$ cat src/ccd_pkg.sv
package ccd_pkg;

    localparam int ADDR_W = 12;
    localparam int DATA_W = 32;
    localparam int REG_W = 8;
    localparam int NUM_SLOTS = 16;
    localparam int NUM_STAGES = 6;

    // Register indices; the byte address is four times the index.
    localparam logic [9:0] IDX_DIV0_COUNTS = 10'h190;
    localparam logic [9:0] IDX_DIV0_PHASE_BYPASS = 10'h191;
    localparam logic [9:0] IDX_DIV0_CTRL = 10'h192;
    localparam logic [9:0] IDX_DIV1_COUNTS = 10'h196;
    localparam logic [9:0] IDX_DIV1_PHASE_BYPASS = 10'h197;
    localparam logic [9:0] IDX_DIV1_CTRL = 10'h198;
    localparam logic [9:0] IDX_DIV2_STAGE1_COUNTS = 10'h199;
    localparam logic [9:0] IDX_DIV2_STAGE2_COUNTS = 10'h19b;
    localparam logic [9:0] IDX_DIV2_BYPASS_CTRL = 10'h19c;
    localparam logic [9:0] IDX_DIV2_CORRECTION_CTRL = 10'h19d;
    localparam logic [9:0] IDX_DIV3_STAGE1_COUNTS = 10'h19e;
    localparam logic [9:0] IDX_DIV3_STAGE2_COUNTS = 10'h1a0;
    localparam logic [9:0] IDX_DIV3_BYPASS_CTRL = 10'h1a1;
    localparam logic [9:0] IDX_DIV3_CORRECTION_CTRL = 10'h1a2;
    localparam logic [9:0] IDX_OUT_CTRL = 10'h1f0;
    localparam logic [9:0] IDX_SYNC_STATUS = 10'h1f1;

    // Storage slots behind the indices.
    localparam logic [4:0] SLOT_D0_CNT = 5'h00;
    localparam logic [4:0] SLOT_D0_PB = 5'h01;
    localparam logic [4:0] SLOT_D0_CTRL = 5'h02;
    localparam logic [4:0] SLOT_D1_CNT = 5'h03;
    localparam logic [4:0] SLOT_D1_PB = 5'h04;
    localparam logic [4:0] SLOT_D1_CTRL = 5'h05;
    localparam logic [4:0] SLOT_D2_S1 = 5'h06;
    localparam logic [4:0] SLOT_D2_S2 = 5'h07;
    localparam logic [4:0] SLOT_D2_BYP = 5'h08;
    localparam logic [4:0] SLOT_D2_CORR = 5'h09;
    localparam logic [4:0] SLOT_D3_S1 = 5'h0a;
    localparam logic [4:0] SLOT_D3_S2 = 5'h0b;
    localparam logic [4:0] SLOT_D3_BYP = 5'h0c;
    localparam logic [4:0] SLOT_D3_CORR = 5'h0d;
    localparam logic [4:0] SLOT_OUT_CTRL = 5'h0e;
    localparam logic [4:0] SLOT_SYNC = 5'h0f;
    localparam logic [4:0] SLOT_NONE = 5'h1f;

    // Field positions.
    localparam int LOW_CNT_LSB = 4;
    localparam int HIGH_CNT_LSB = 0;
    localparam int CNT_W = 4;
    localparam int BYPASS_BIT = 7;
    localparam int START_HIGH_BIT = 4;
    localparam int PHASE_LSB = 0;
    localparam int CORR_OFF_BIT = 0;
    localparam int DIRECT_BIT = 1;
    localparam int STG1_BYPASS_BIT = 4;
    localparam int STG2_BYPASS_BIT = 5;
    localparam int B_EN2_BIT = 0;
    localparam int B_EN3_BIT = 1;
    localparam int SYNC_BIT = 0;

    // Reset values.
    localparam logic [7:0] RST_REG = 8'h00;
    localparam logic RST_SYNC = 1'b1;

    typedef enum logic [1:0] {
        CCD_IDLE = 2'b00,
        CCD_WAIT = 2'b01,
        CCD_HIGH = 2'b11,
        CCD_LOW = 2'b10
    } ccd_stage_e;

endpackage

$ cat src/ccd_channel_clock_divider.sv
// Behaviour
// Single stage: low M+1, high N+1 cycles.
// Count cycles of selected source clock.
// Bypass divides by one, else N+M+2.
// Correction on after reset, per-channel disable.
// Corrected output has 50% duty; the code gives it only for M=N or M=N+1.
// Uncorrected duty is (N+1)/(N+M+2).
// Direct route keeps the source duty.
// Channels 0/1 delay rising edge by cycles.
// Delay from start-high and offset value.
// Offsets take effect only after sync.
// Channels 2/3 cascade two dividers.
// One disable bit covers both stages.
// Each cascaded stage has own counts.
// Bypass combinations give 1, D1, D1*D2.
// Software bypasses second stage, never first; the code also lets bit 4 bypass the first stage.
// B output off until enabled.
// Count fields hold cycles minus one.
// Bypass stops the counting circuit.
// Output starts high or low.
// Sync restarts all dividers together.
// Odd corrected ratio adds half cycle.
`timescale 1ns/1ps
`default_nettype none
module ccd_channel_clock_divider
    import ccd_pkg::*;
(
    input wire logic clk_sys_in,
    input wire logic rst_n_in,
    input wire logic psel_in,
    input wire logic penable_in,
    input wire logic pwrite_in,
    input wire logic [ccd_pkg::ADDR_W-1:0] paddr_in,
    input wire logic [ccd_pkg::DATA_W-1:0] pwdata_in,
    input wire logic [3:0] pstrb_in,
    output logic pready_out,
    output logic pslverr_out,
    output logic [ccd_pkg::DATA_W-1:0] prdata_out,
    input wire logic src_clk_in,
    output logic ch0_out,
    output logic ch1_out,
    output logic ch2_a_out,
    output logic ch2_b_out,
    output logic ch3_a_out,
    output logic ch3_b_out
);
    import ccd_pkg::*;
    function automatic logic [4:0] slot_of(input logic [ADDR_W-1:0] a);
        logic [4:0] s;
        s = SLOT_NONE;
        if (a[1:0] == 2'b00)
        begin
            case (a[ADDR_W-1:2])
                IDX_DIV0_COUNTS: s = SLOT_D0_CNT;
                IDX_DIV0_PHASE_BYPASS: s = SLOT_D0_PB;
                IDX_DIV0_CTRL: s = SLOT_D0_CTRL;
                IDX_DIV1_COUNTS: s = SLOT_D1_CNT;
                IDX_DIV1_PHASE_BYPASS: s = SLOT_D1_PB;
                IDX_DIV1_CTRL: s = SLOT_D1_CTRL;
                IDX_DIV2_STAGE1_COUNTS: s = SLOT_D2_S1;
                IDX_DIV2_STAGE2_COUNTS: s = SLOT_D2_S2;
                IDX_DIV2_BYPASS_CTRL: s = SLOT_D2_BYP;
                IDX_DIV2_CORRECTION_CTRL: s = SLOT_D2_CORR;
                IDX_DIV3_STAGE1_COUNTS: s = SLOT_D3_S1;
                IDX_DIV3_STAGE2_COUNTS: s = SLOT_D3_S2;
                IDX_DIV3_BYPASS_CTRL: s = SLOT_D3_BYP;
                IDX_DIV3_CORRECTION_CTRL: s = SLOT_D3_CORR;
                IDX_OUT_CTRL: s = SLOT_OUT_CTRL;
                IDX_SYNC_STATUS: s = SLOT_SYNC;
                default: s = SLOT_NONE;
            endcase
        end
        return s;
    endfunction
    // Start delay in source cycles from start-high, offset and low count.
    function automatic logic [4:0] phase_delay(input logic sh,
        input logic [3:0] po, input logic [3:0] m);
        logic [4:0] d;
        if (!sh)
        begin
            d = {1'b0, po};
        end
        else
        begin
            d = 5'({1'b0, po} + {1'b0, m} + 5'h01);
        end
        return d;
    endfunction
    ////////////////////////////////////////////////////////////////////////
    // Register file and APB slave.
    logic [REG_W-1:0] regs_q [NUM_SLOTS];
    logic sync_q;
    logic pready_q;
    logic pslverr_q;
    logic [DATA_W-1:0] prdata_q;
    logic [4:0] acc_slot;
    logic setup_phase;
    logic wr_take;
    logic [REG_W-1:0] status_bits;
    assign acc_slot = slot_of(paddr_in);
    assign setup_phase = psel_in & ~penable_in;
    assign wr_take = psel_in & penable_in & pready_q & pwrite_in
                     & pstrb_in[0] & (acc_slot != SLOT_NONE);
    always_ff @(posedge clk_sys_in or negedge rst_n_in)
    begin
        if (!rst_n_in)
        begin
            for (int i = 0; i < NUM_SLOTS; i++)
            begin
                regs_q[i] <= RST_REG;
            end
        end
        else if (wr_take && acc_slot != SLOT_SYNC)
        begin
            regs_q[acc_slot[3:0]] <= pwdata_in[REG_W-1:0];
        end
    end
    // A sync runs once after reset and on each write of the sync bit.
    always_ff @(posedge clk_sys_in or negedge rst_n_in)
    begin
        if (!rst_n_in)
        begin
            sync_q <= RST_SYNC;
        end
        else
        begin
            sync_q <= wr_take && acc_slot == SLOT_SYNC
                      && pwdata_in[SYNC_BIT];
        end
    end
    assign status_bits = {2'b00, ch3_b_out, ch3_a_out, ch2_b_out,
                          ch2_a_out, ch1_out, ch0_out};
    // Answer is prepared in the setup cycle, so access takes one cycle.
    always_ff @(posedge clk_sys_in or negedge rst_n_in)
    begin
        if (!rst_n_in)
        begin
            pready_q <= 1'b0;
            pslverr_q <= 1'b0;
            prdata_q <= '0;
        end
        else
        begin
            pready_q <= setup_phase;
            pslverr_q <= setup_phase && acc_slot == SLOT_NONE;
            if (setup_phase && !pwrite_in)
            begin
                prdata_q <= (acc_slot == SLOT_NONE) ? '0
                    : {24'h000000, (acc_slot == SLOT_SYNC)
                    ? status_bits : regs_q[acc_slot[3:0]]};
            end
        end
    end
    assign pready_out = pready_q;
    assign pslverr_out = pslverr_q;
    assign prdata_out = prdata_q;
    ////////////////////////////////////////////////////////////////////////
    // Per-stage configuration. Stages: 0 ch0, 1 ch1, 2/3 ch2, 4/5 ch3.
    logic src_q;
    logic [3:0] m_a [NUM_STAGES];
    logic [3:0] n_a [NUM_STAGES];
    logic [3:0] po_a [NUM_STAGES];
    logic byp_a [NUM_STAGES];
    logic dcc_off_a [NUM_STAGES];
    logic sh_a [NUM_STAGES];
    logic in_a [NUM_STAGES];
    logic stg_out [NUM_STAGES];
    always_ff @(posedge clk_sys_in or negedge rst_n_in)
    begin
        if (!rst_n_in)
        begin
            src_q <= 1'b0;
        end
        else
        begin
            src_q <= src_clk_in;
        end
    end
    always_comb
    begin
        m_a[0] = regs_q[SLOT_D0_CNT[3:0]][LOW_CNT_LSB +: CNT_W];
        n_a[0] = regs_q[SLOT_D0_CNT[3:0]][HIGH_CNT_LSB +: CNT_W];
        m_a[1] = regs_q[SLOT_D1_CNT[3:0]][LOW_CNT_LSB +: CNT_W];
        n_a[1] = regs_q[SLOT_D1_CNT[3:0]][HIGH_CNT_LSB +: CNT_W];
        m_a[2] = regs_q[SLOT_D2_S1[3:0]][LOW_CNT_LSB +: CNT_W];
        n_a[2] = regs_q[SLOT_D2_S1[3:0]][HIGH_CNT_LSB +: CNT_W];
        m_a[3] = regs_q[SLOT_D2_S2[3:0]][LOW_CNT_LSB +: CNT_W];
        n_a[3] = regs_q[SLOT_D2_S2[3:0]][HIGH_CNT_LSB +: CNT_W];
        m_a[4] = regs_q[SLOT_D3_S1[3:0]][LOW_CNT_LSB +: CNT_W];
        n_a[4] = regs_q[SLOT_D3_S1[3:0]][HIGH_CNT_LSB +: CNT_W];
        m_a[5] = regs_q[SLOT_D3_S2[3:0]][LOW_CNT_LSB +: CNT_W];
        n_a[5] = regs_q[SLOT_D3_S2[3:0]][HIGH_CNT_LSB +: CNT_W];
        byp_a[0] = regs_q[SLOT_D0_PB[3:0]][BYPASS_BIT];
        byp_a[1] = regs_q[SLOT_D1_PB[3:0]][BYPASS_BIT];
        byp_a[2] = regs_q[SLOT_D2_BYP[3:0]][STG1_BYPASS_BIT];
        byp_a[3] = regs_q[SLOT_D2_BYP[3:0]][STG2_BYPASS_BIT];
        byp_a[4] = regs_q[SLOT_D3_BYP[3:0]][STG1_BYPASS_BIT];
        byp_a[5] = regs_q[SLOT_D3_BYP[3:0]][STG2_BYPASS_BIT];
        dcc_off_a[0] = regs_q[SLOT_D0_CTRL[3:0]][CORR_OFF_BIT];
        dcc_off_a[1] = regs_q[SLOT_D1_CTRL[3:0]][CORR_OFF_BIT];
        dcc_off_a[2] = regs_q[SLOT_D2_CORR[3:0]][CORR_OFF_BIT];
        dcc_off_a[3] = regs_q[SLOT_D2_CORR[3:0]][CORR_OFF_BIT];
        dcc_off_a[4] = regs_q[SLOT_D3_CORR[3:0]][CORR_OFF_BIT];
        dcc_off_a[5] = regs_q[SLOT_D3_CORR[3:0]][CORR_OFF_BIT];
        sh_a[0] = regs_q[SLOT_D0_PB[3:0]][START_HIGH_BIT];
        sh_a[1] = regs_q[SLOT_D1_PB[3:0]][START_HIGH_BIT];
        po_a[0] = regs_q[SLOT_D0_PB[3:0]][PHASE_LSB +: CNT_W];
        po_a[1] = regs_q[SLOT_D1_PB[3:0]][PHASE_LSB +: CNT_W];
        for (int i = 2; i < NUM_STAGES; i++)
        begin
            sh_a[i] = 1'b0;
            po_a[i] = 4'h0;
        end
        // Second stages count the first stage's output.
        in_a[0] = src_q;
        in_a[1] = src_q;
        in_a[2] = src_q;
        in_a[3] = stg_out[2];
        in_a[4] = src_q;
        in_a[5] = stg_out[4];
    end
    ////////////////////////////////////////////////////////////////////////
    // Divider stages.
    for (genvar g = 0; g < NUM_STAGES; g++)
    begin : g_stage
        logic prev_q;
        logic out_q;
        logic fall_pend_q;
        logic [3:0] cnt_q;
        logic [4:0] dly_q;
        ccd_stage_e st_q;
        logic rise;
        logic fall;
        logic odd_fix;
        assign rise = in_a[g] & ~prev_q;
        assign fall = ~in_a[g] & prev_q;
        // Odd ratio when M+N+2 is odd, that is M and N differ in parity.
        assign odd_fix = ~dcc_off_a[g] & (m_a[g][0] ^ n_a[g][0]);
        assign stg_out[g] = out_q;
        always_ff @(posedge clk_sys_in or negedge rst_n_in)
        begin
            if (!rst_n_in)
            begin
                prev_q <= 1'b0;
            end
            else
            begin
                prev_q <= in_a[g];
            end
        end
        always_ff @(posedge clk_sys_in or negedge rst_n_in)
        begin
            if (!rst_n_in)
            begin
                st_q <= CCD_IDLE;
                out_q <= 1'b0;
                fall_pend_q <= 1'b0;
                cnt_q <= 4'h0;
                dly_q <= 5'h00;
            end
            else if (byp_a[g])
            begin
                st_q <= CCD_IDLE;
                cnt_q <= 4'h0;
                fall_pend_q <= 1'b0;
                out_q <= in_a[g];
            end
            else if (sync_q)
            begin
                st_q <= CCD_WAIT;
                cnt_q <= 4'h0;
                fall_pend_q <= 1'b0;
                out_q <= sh_a[g];
                dly_q <= phase_delay(sh_a[g], po_a[g], m_a[g]);
            end
            else
            begin
                case (st_q)
                    CCD_IDLE:
                    begin
                        st_q <= CCD_LOW;
                        out_q <= 1'b0;
                        cnt_q <= 4'h0;
                    end
                    CCD_WAIT:
                    begin
                        if (rise && dly_q == 5'h00)
                        begin
                            // A start-high output stays high until here.
                            st_q <= CCD_LOW;
                            out_q <= 1'b0;
                        end
                        else if (rise)
                        begin
                            dly_q <= dly_q - 5'h01;
                        end
                    end
                    CCD_HIGH:
                    begin
                        if (rise && cnt_q == n_a[g])
                        begin
                            cnt_q <= 4'h0;
                            st_q <= CCD_LOW;
                            out_q <= odd_fix;
                            fall_pend_q <= odd_fix;
                        end
                        else if (rise)
                        begin
                            cnt_q <= cnt_q + 4'h1;
                        end
                    end
                    CCD_LOW:
                    begin
                        if (fall && fall_pend_q)
                        begin
                            out_q <= 1'b0;
                            fall_pend_q <= 1'b0;
                        end
                        if (rise && cnt_q == m_a[g])
                        begin
                            cnt_q <= 4'h0;
                            st_q <= CCD_HIGH;
                            out_q <= 1'b1;
                        end
                        else if (rise)
                        begin
                            cnt_q <= cnt_q + 4'h1;
                        end
                    end
                    default:
                    begin
                        st_q <= CCD_IDLE;
                    end
                endcase
            end
        end
    end
    ////////////////////////////////////////////////////////////////////////
    // Channel outputs.
    always_ff @(posedge clk_sys_in or negedge rst_n_in)
    begin
        if (!rst_n_in)
        begin
            ch0_out <= 1'b0;
            ch1_out <= 1'b0;
            ch2_a_out <= 1'b0;
            ch2_b_out <= 1'b0;
            ch3_a_out <= 1'b0;
            ch3_b_out <= 1'b0;
        end
        else
        begin
            ch0_out <= regs_q[SLOT_D0_CTRL[3:0]][DIRECT_BIT]
                       ? src_q : stg_out[0];
            ch1_out <= regs_q[SLOT_D1_CTRL[3:0]][DIRECT_BIT]
                       ? src_q : stg_out[1];
            ch2_a_out <= stg_out[3];
            ch2_b_out <= regs_q[SLOT_OUT_CTRL[3:0]][B_EN2_BIT]
                         & stg_out[3];
            ch3_a_out <= stg_out[5];
            ch3_b_out <= regs_q[SLOT_OUT_CTRL[3:0]][B_EN3_BIT]
                         & stg_out[5];
        end
    end

endmodule

`default_nettype wire

$ cat config.mk
export PLATFORM = sky130hd
export DESIGN_NAME = ccd_channel_clock_divider
export DESIGN_NICKNAME = d
export VERILOG_FILES = /design/src/ccd_pkg.sv /design/src/ccd_channel_clock_divider.sv
export SDC_FILE = /design/constraint.sdc
export NUM_CORES = 1
export LEC_CHECK = 0
export BUFFER_PORTS_ARGS = -buffer_cell sky130_fd_sc_hd__buf_2
export CAP_MARGIN = 20
export CORE_MARGIN = 5
export CORE_UTILIZATION = 50
export DETAILED_ROUTE_END_ITERATION = 8
export PLACE_DENSITY = 0.69
export SYNTH_ARGS = -nofsm -noshare
export SYNTH_HDL_FRONTEND = slang
export SYNTH_SLANG_ARGS = --single-unit
$ cat constraint.sdc
create_clock -name clk_sys_in -period 3.9 [get_ports clk_sys_in]
set_input_delay 0.39 -clock clk_sys_in [delete_from_list [all_inputs] [get_ports clk_sys_in]]
set_output_delay 0.39 -clock clk_sys_in [all_outputs]
set_load 0.01 [all_outputs]
==> results by stage, run 1 <==
Yosys:
- The cell with the most instances after synthesis is dfrtp_1.
- The synthesized area is between 0.01 and 0.015 mm².
- In the synthesized netlist the async set-or-reset flop fraction comes to 100%.
- In this run, synthesis inferred 0 flip-flops with an integrated enable.
- In the synthesized netlist, the number of instances is 1243.
- The share of synthesized area in the top cell type comes to 44.5%.
- Sorting the synthesized cells by area gives the leading types as dfrtp_1 44%, mux2_2 13%, nand2_1 3.1%, o21ai_0 2.9%, ha_1 2.9%.
- The number of distinct library cell variants in the gate-level netlist after synthesis is 75.
- The largest area contributor in the netlist is dfrtp_1.
- The share of synthesized area occupied by flip-flops and latches is 44.7%.
- The synthesized flop and latch total is 224.
- Ranked by instance count, the synthesized netlist is headed by 223 x dfrtp_1, 149 x mux2_2, 102 x nand2_1, 76 x nor2_1, 73 x o21ai_0.
- Among all flip-flop cells after synthesis, the most frequent one is dfrtp_1.
- The synthesized area per cell is ~10 µm².
- Yosys printed 0 warnings.

Clocking:
- The number of gates resized after CTS is 0.
- The number of clock sinks is approximately 220.
- The number of H-tree levels is 1.
- The number of buffers inserted by post-CTS setup repair is 0.
- The root buffer cell chosen for the clock tree is clkbuf_16.
- The clock passes through at most 3 buffers.
- TritonCTS built the clock tree.
- Buffers inserted during clock tree synthesis total 25.
- Clock latency on the worst-skew pair, taken at its later pin, is 0.54 ns.
- The clock-pin slew reported for the worst setup and hold paths after clock tree synthesis is 0.06 ns.

Placed design:
- The HPWL after detailed placement is 21700 µm.
- Summing all placed instances gives a cell area of 0.0130 mm².
- Routability-driven placement finished with a final weighted congestion of 0.921.
- The number of buffers added on ports is 42.
- The pre-CTS setup slack is ~0.68 ns.

Pwr:
- The clock network burns between 30% and 40% of the power.
- For this design the total switching power over the nets is 1.87 mW.
- The largest voltage drop on the vdd net is around 0.42 mV.
- The internal power of the cells totals 4.52 mW.
- The sequential power share is 43.7%.
- The leakage power total is roughly 6.5 nW.
- The power density of the placed cells is 459 mW/mm².
- Net switching is between 20 and 30% of the power.
- The combinational group share of total power is 17.2%.

STA:
- Setup repair after global routing left no endpoint under its margin.
- The hold violation total from the final report is 0.
- The final critical-path required period is 2.74 ns.
- Of the available clock period, the critical path in the final layout requires 70.3%.
- The worst pin sits at a relative slew slack of 40.0%.
- The count of endpoints failing setup in the final report is 0.
- The worst hold slack across all endpoints is approximately 0.035 ns.
- The highest clock frequency the design can meet is approximately 0.36 GHz.
- On the final layout, the worst clock skew is 0.0167 ns.
- Setup slack on the critical path of the routed design comes to about 1.2 ns.
- The max-slew violation total from the final report came to 0.
- The transition time at the pin with the least slew margin is approximately 0.90 ns.
- After routing, the total negative slack on setup checks comes to 0 ns.

Hold path:
- The tightest min-delay check is of the input port to flip-flop type.
- The worst hold path passes through 2 cells.
- The start point of the worst hold path is penable_in.
- The endpoint with the worst hold slack is pready_out$_DFF_PN0_.

Global routing:
- Global routing used 21.9% of the available tracks across all layers.
- The sum of overflow across all layers after global routing is 0.
- Entering global routing, the biggest net connects around 110 pins.
- The first global-routing pass estimated 50800 µm of wire.
- The initial antenna violation count is 0.
- The number of global-route vias before repair is 9368.

Final layout:
- The post-route netlist has 20.9% of its cells at a drive strength greater than 1.
- From synthesis to final layout, the design area changed by 10.8%.
- The final layout contains 1351 nets.
- The repair_antennas step left the layout with diodes totalling 0.
- Once layout is done, the placed cells without fillers occupy around 0.014 mm².

Critical path:
- The startpoint type of the worst setup path is a flip-flop.
- The worst register-to-register path begins at src_q$_DFF_PN0_.
- The flop-to-flop setup slack is around 1.2 ns.
- The critical path capture point type is a flip-flop.
- The depth of the most critical reg-to-reg path is 7.
- The start-to-end type of the worst setup path is flip-flop to flip-flop.
- STA puts the critical path data arrival time at 3.16 ns.
- Of all nets on the critical path, the largest fanout is 10.
- In this run the critical register-to-register path is captured at g_stage[2].cnt_q[0]$_DFFE_PN0P_.
- The data required time of the worst path is about 4.3 ns.

Die:
- In this run the count of I/O pins placed on the die edge is 94.
- The core region area is 0.0250 mm².
- The floorplan step set the die width to 168 µm.
- The floorplan row count is 58.
- The vertical die dimension is 168 µm.
- The initial standard-cell utilization of the core is around 50%.
- The total die area is 0.0283 mm².

Detailed routing:
- The ratio of routed vias to standard cells is 5.91.
- Dividing the detail-routed wire length by the instance count gives 19.2 µm.
- The final layout contains routed wiring with a total length of 31000 µm.
- The antenna violation net count after detailed routing is 0.
- The count of vias placed by the detailed router is 9546.
- In the routed design, unresolved DRC markers number 0.
- The first-pass iteration count of the detailed router is 5.
- The number of DRC markers in iteration 0 is 676.

Run status:
- The flow ran to the end, and the final reports show no timing, DRC or antenna violations.

Flow run:
- The count of max-cap constraint violations is 0.
logic make-up after synthesis:
kind of cell,synth area share (%)
simple gates,13.6
compound gates,15.2
flops,44.7
mux,14.3
buf+inv,4.60
xor+xnor,4.33
fa+ha+maj,3.21
other cells,0.0299
cell type report:
| class | instances | area [µm²] |
|---|---|---|
| well taps | 330 | 413 |
| multi-input cells | 916 | 6460 |
| flip-flops and latches | 224 | 5610 |
| fillers | 2157 | 11100 |
| inverters | 37 | 139 |
| clock inverters | 9 | 141 |
| clock buffers | 37 | 741 |
| repair buffers | 62 | 398 |
registers in the layout (all words and copies together), names as in the netlist, 8 cells and up:
name	count
g_stage.cnt_q	24
g_stage.dly_q	30
regs_q	59
g_stage.st_q	12
n_a	24
m_a	24
prdata_out	8
po_a	8
per-layer routing:
| metal | GRT usage (%) | up-vias | part of all wire (%) |
|---|---|---|---|
| li1 | - | 4511 | - |
| met1 | 30.6 | 4717 | 45 |
| met2 | 35.5 | 263 | 47 |
| met3 | 3.31 | 55 | 5.2 |
| met4 | 6.63 | 0 | 2.9 |
| met5 | 0 | - | 0 |
power groups by stage:
stage               clock (mW)  sequential (mW)  combinational, mW
floorplan                    0             2.72              0.882
global placement             0             2.82               1.06
detailed placement           0             2.82               1.09
CTS                       2.54             2.79               1.10
global route              2.65             2.82               1.25
finish                    2.50             2.79               1.10
cells in the final DEF (no fill, tap or decap), types with 15 or more instances in the layout:
master | Yosys | layout
a21oi_1 | 62 | 62
buf_2 | 11 | 42
buf_4 | 24 | 15
clkbuf_16 | 0 | 25
conb_1 | 1 | 24
dfrtp_1 | 223 | 223
ha_1 | 29 | 29
inv_1 | 37 | 37
mux2_2 | 149 | 149
nand2_1 | 102 | 102
nand2b_1 | 16 | 16
nand3_1 | 29 | 29
nor2_1 | 76 | 76
nor3_1 | 43 | 43
o21ai_0 | 73 | 73
o22ai_1 | 34 | 34
xnor2_1 | 31 | 31
xor2_1 | 31 | 31
per-stage QoR:
| stage | instances | utilization [%] | power (mW) |
|---|---|---|---|
| after floorplan | 1266 | - | 3.60 |
| after global routing | 1615 | 55.7 | 6.72 |
| after global placement | 1566 | 52.0 | 3.87 |
| after CTS | 1615 | 55.7 | 6.43 |
| final | 1615 | 55.7 | 6.39 |
| after detailed placement | 1567 | 52.1 | 3.92 |
worst max-delay path: stages (launching register included):
cell and delay (ns):
dfrtp_1 0.63, nand2b_1 0.32, buf_4 0.28, nor3_1 0.40
nor2_1 0.07, o211ai_1 0.48, o21bai_1 0.14, mux2_2 0.28
what timing repair did:
item,CTS,global route
hold buffers,2,0
setup endpoints to repair,0,0
endpoints found under the hold margin,70,0
how the worst max path moves through the flow:
| stage | from | to | slack (ns) | cells past startpoint |
|---|---|---|---|---|
| 6_report | src_q$_DFF_PN0_ | g_stage[2].cnt_q[0]$_DFFE_PN0P_ | 1.16 | 7 |
| 5_1_grt | src_q$_DFF_PN0_ | g_stage[2].cnt_q[0]$_DFFE_PN0P_ | 0.95 | 7 |
| 4_1_cts | src_q$_DFF_PN0_ | g_stage[2].cnt_q[0]$_DFFE_PN0P_ | 1.17 | 7 |
| 3_5_place_dp | paddr_in[8] | byp_a[1]$_DFFE_PN0P_ | 0.68 | 8 |
| 3_3_place_gp | paddr_in[8] | prdata_out[1]$_DFFE_PN0P_ | 0.66 | 9 |
| 2_1_floorplan | paddr_in[8] | byp_a[0]$_DFFE_PN0P_ | 0.97 | 9 |
Power figures use the tool's default switching activity.
==> run 2, diff against run 1 <==
clock period = 2.6 ns   (was 3.9 ns; I/O delays follow)
==> results by stage, run 2 (synthesis gave the netlist of run 1 again) <==
Critical path:
- The endpoint of the lowest-slack register-to-register path is g_stage[2].cnt_q[0]$_DFFE_PN0P_.
- The startpoint type of the worst setup path is an input port.
- The biggest fanout along the worst timing path is 6.
- STA classifies the critical path endpoint as a flip-flop.
- The most critical setup path has its endpoint at regs_q[58]$_DFFE_PN0P_.
- The data required time of the worst path is 3.01 ns.
- The depth of the most critical reg-to-reg path is 6.
- The reg-to-reg critical path startpoint is g_stage[4].prev_q$_DFF_PN0_.
- STA puts the critical path data arrival time at 2.72 ns.
- The setup check on the worst reg-to-reg path leaves a slack of 0.33 ns.
- The first element of the critical path is paddr_in[7].
- The critical path is of the input port to flip-flop type.

Pwr:
- The worst-case IR drop observed on VDD is 0.602 mV.
- In this run the static leakage power is 7.01 nW.
- Power spread over the standard cell area amounts to 648 mW/mm².
- The total design power is between 9 and 10 mW.

Clocking:
- TritonCTS built the clock tree.
- Once the clock tree was built, the resizer swapped 0 gates to a different size.
- The CTS buffer count is 25.
- The number of clock sinks is 224.
- The maximum clock insertion buffer count is 3.
- The clock reaches the later pin of the worst-skew pair after 0.52 ns.
- After clock tree synthesis, the clock-pin slew on the worst setup and hold paths is 0.06 ns.
- After clock tree synthesis, the setup repair step added 0 buffers.
- The number of H-tree levels is 1.
- Clock tree synthesis selected as its root buffer the cell clkbuf_16.
- The number of buffers inserted by hold repair at cts is 3.

Final layout:
- In the final layout, the share of cells above drive strength 1 is approximately a quarter.
- Compared with the post-synthesis result, the final layout area differs by 17.1%.
- The commonest non-fill, non-tap cell in the layout is dfrtp_1.
- The largest register by flop count is regs_q.
- In the layout the commonest cells are 223 x dfrtp_1, 147 x mux2_2, 102 x nand2_1.
- In the final layout, the registers with the most flip-flops are regs_q x59, g_stage.dly_q x30.
- The post-route cell area is roughly 0.015 mm².
- The register with the most flip-flops in the layout has 59 of them.
- The number of diodes added for antenna fixing is 0.
- The net count of the finished layout is 1436.
- The number of standard cells in the final layout excluding fillers is 1700.

Run status:
- The flow ran to the end, and the final reports show no timing, DRC or antenna violations.

Flow run:
- Across the run, the number of max-cap violations was 0.

Placed design:
- In this run, placement finished with an instance count of 1651.
- The HPWL after detailed placement is 23100 µm.
- Port buffering added 42 buffers.
- Prior to clock tree synthesis, the placed netlist has a worst setup slack of -0.238 ns.
- The placed instances occupy a cell area of roughly 0.014 mm².
- Routability-driven placement finished with a final weighted congestion of 0.922.

Global routing:
- The sum of overflow across all layers after global routing is 0.
- The number of global-route vias before repair was 9684.
- The most heavily used metal layer in global routing is met2.
- Global routing used a little under two fifths of the available met2 tracks.
- The global routing met1 resource utilization is roughly a third.
- Global routing consumed, on the met3 layer, 2.84% of the routing resources.
- The first global-routing pass estimated 52500 µm of wire.
- The initial antenna violation count is 0.
- The pin count of the biggest net entering global routing is 75.
- For this run, the total global-route usage over all layers was measured as 22.7%.

Hold path:
- In this run the worst hold path is classified as input port to flip-flop.

STA:
- The count of endpoints failing setup in the final report is 0.
- The share of the clock period used by the worst path is 89.2%.
- The final worst clock skew is roughly 0.012 ns.
- The transition time at the pin with the least slew margin is 0.692 ns.
- Measured against its own limit, the worst slew margin works out to 53.8%.
- Setup repair after global routing left no endpoint under its margin.
- The final critical-path required period is 2.32 ns.
- The max-slew violation total from the final report was 0.
- For this run, the top clock speed supported by timing is 0.431 GHz.
- The hold violation total from the final report is 0.
- The slack of the critical path is 0.282 ns.

Die:
- The floorplan row count is 58.
- The die outline width is 168 µm.
- The total die area is around 0.028 mm².
- The initial standard-cell utilization of the core is 50.2%.
- between 90 and 100 I/O pins were placed.
- The vertical die dimension is about 170 µm.
- The floorplan step defined a core boundary enclosing 0.0250 mm².

Detailed routing:
- After detailed routing, the number of vias per cell comes to 5.84.
- The count of vias placed by the detailed router is 9929.
- The first detailed-routing pass took 5 iterations.
- The antenna violation net count after detailed routing is 0.
- For this block, the routed nets add up to ~32000 µm of wire.
- In the final routed layout, each cell accounts on average for 18.9 µm.
- The number of DRC markers in iteration 0 is between 600 and 700.
- For this run, design rule violations remaining after detail routing come to 0.
==> run 2: changes by cell type in the layout (fill, tap and decap cells not counted), moves of 2 or more <==
| cell | change |
|---|---|
| buf_12 | +10 |
| clkbuf_8 | +2 |
| mux2_2 | -2 |
| buf_4 | +75 |
| mux2_4 | +2 |
==> run 2: how the worst min path moves through the flow <==
stage | end | from | slack, ns | cells after the start
6_report | pready_out$_DFF_PN0_ | psel_in | 0.02 | 2
5_1_grt | pready_out$_DFF_PN0_ | psel_in | 0.02 | 2
4_1_cts | pready_out$_DFF_PN0_ | psel_in | 0.01 | 2
3_5_place_dp | g_stage[5].dly_q[4]$_DFFE_PN0P_ | rst_n_in | 0.28 | 1
3_3_place_gp | g_stage[5].dly_q[4]$_DFFE_PN0P_ | rst_n_in | 0.29 | 1
2_1_floorplan | byp_a[0]$_DFFE_PN0P_ | rst_n_in | -0.04 | 0
==> run 2: area by class of cell <==
type	count	area (µm²)
clock buffers	40	772
clock inverters	6	83.8
fillers	2108	10300
inverters	37	139
multi-input cells	916	6500
flip-flops and latches	224	5610
well taps	330	413
repair buffers	147	1170
==> run 2: report_power, final <==
| part | switching (mW) | internal (mW) | total, mW |
|---|---|---|---|
| sequential | 0.404 | 3.76 | 4.16 |
| clock | 1.40 | 2.22 | 3.62 |
| combinational | 0.940 | 0.797 | 1.74 |
==> run 2: layer usage <==
metal  up-vias  part of all wire [%]
met4         0                   3.3
met2       293                    47
met5         -                     0
met1      4892                    44
met3        68                   5.4
li1       4676                     -
==> run 2: metrics by stage <==
stage	TNS, ns	util (%)	hold WS (ns)
2_1_floorplan	-1.63	-	-0.0356
3_3_place_gp	-10.09	55.3	0.286
3_5_place_dp	-12.81	55.3	0.284
4_1_cts	0	58.8	0.0101
5_1_grt	0	58.8	0.0199
6_report	0	58.8	0.0234
==> run 2: critical path, stage by stage <==
cell	delay (ns)
buf_2	0.10
or3b_4	0.41
or3_4	0.35
a2bb2oi_4	0.20
buf_4	0.14
o2111ai_1	0.13
or2_1	0.37
nor2b_1	0.22
buf_4	0.19
mux2_2	0.34
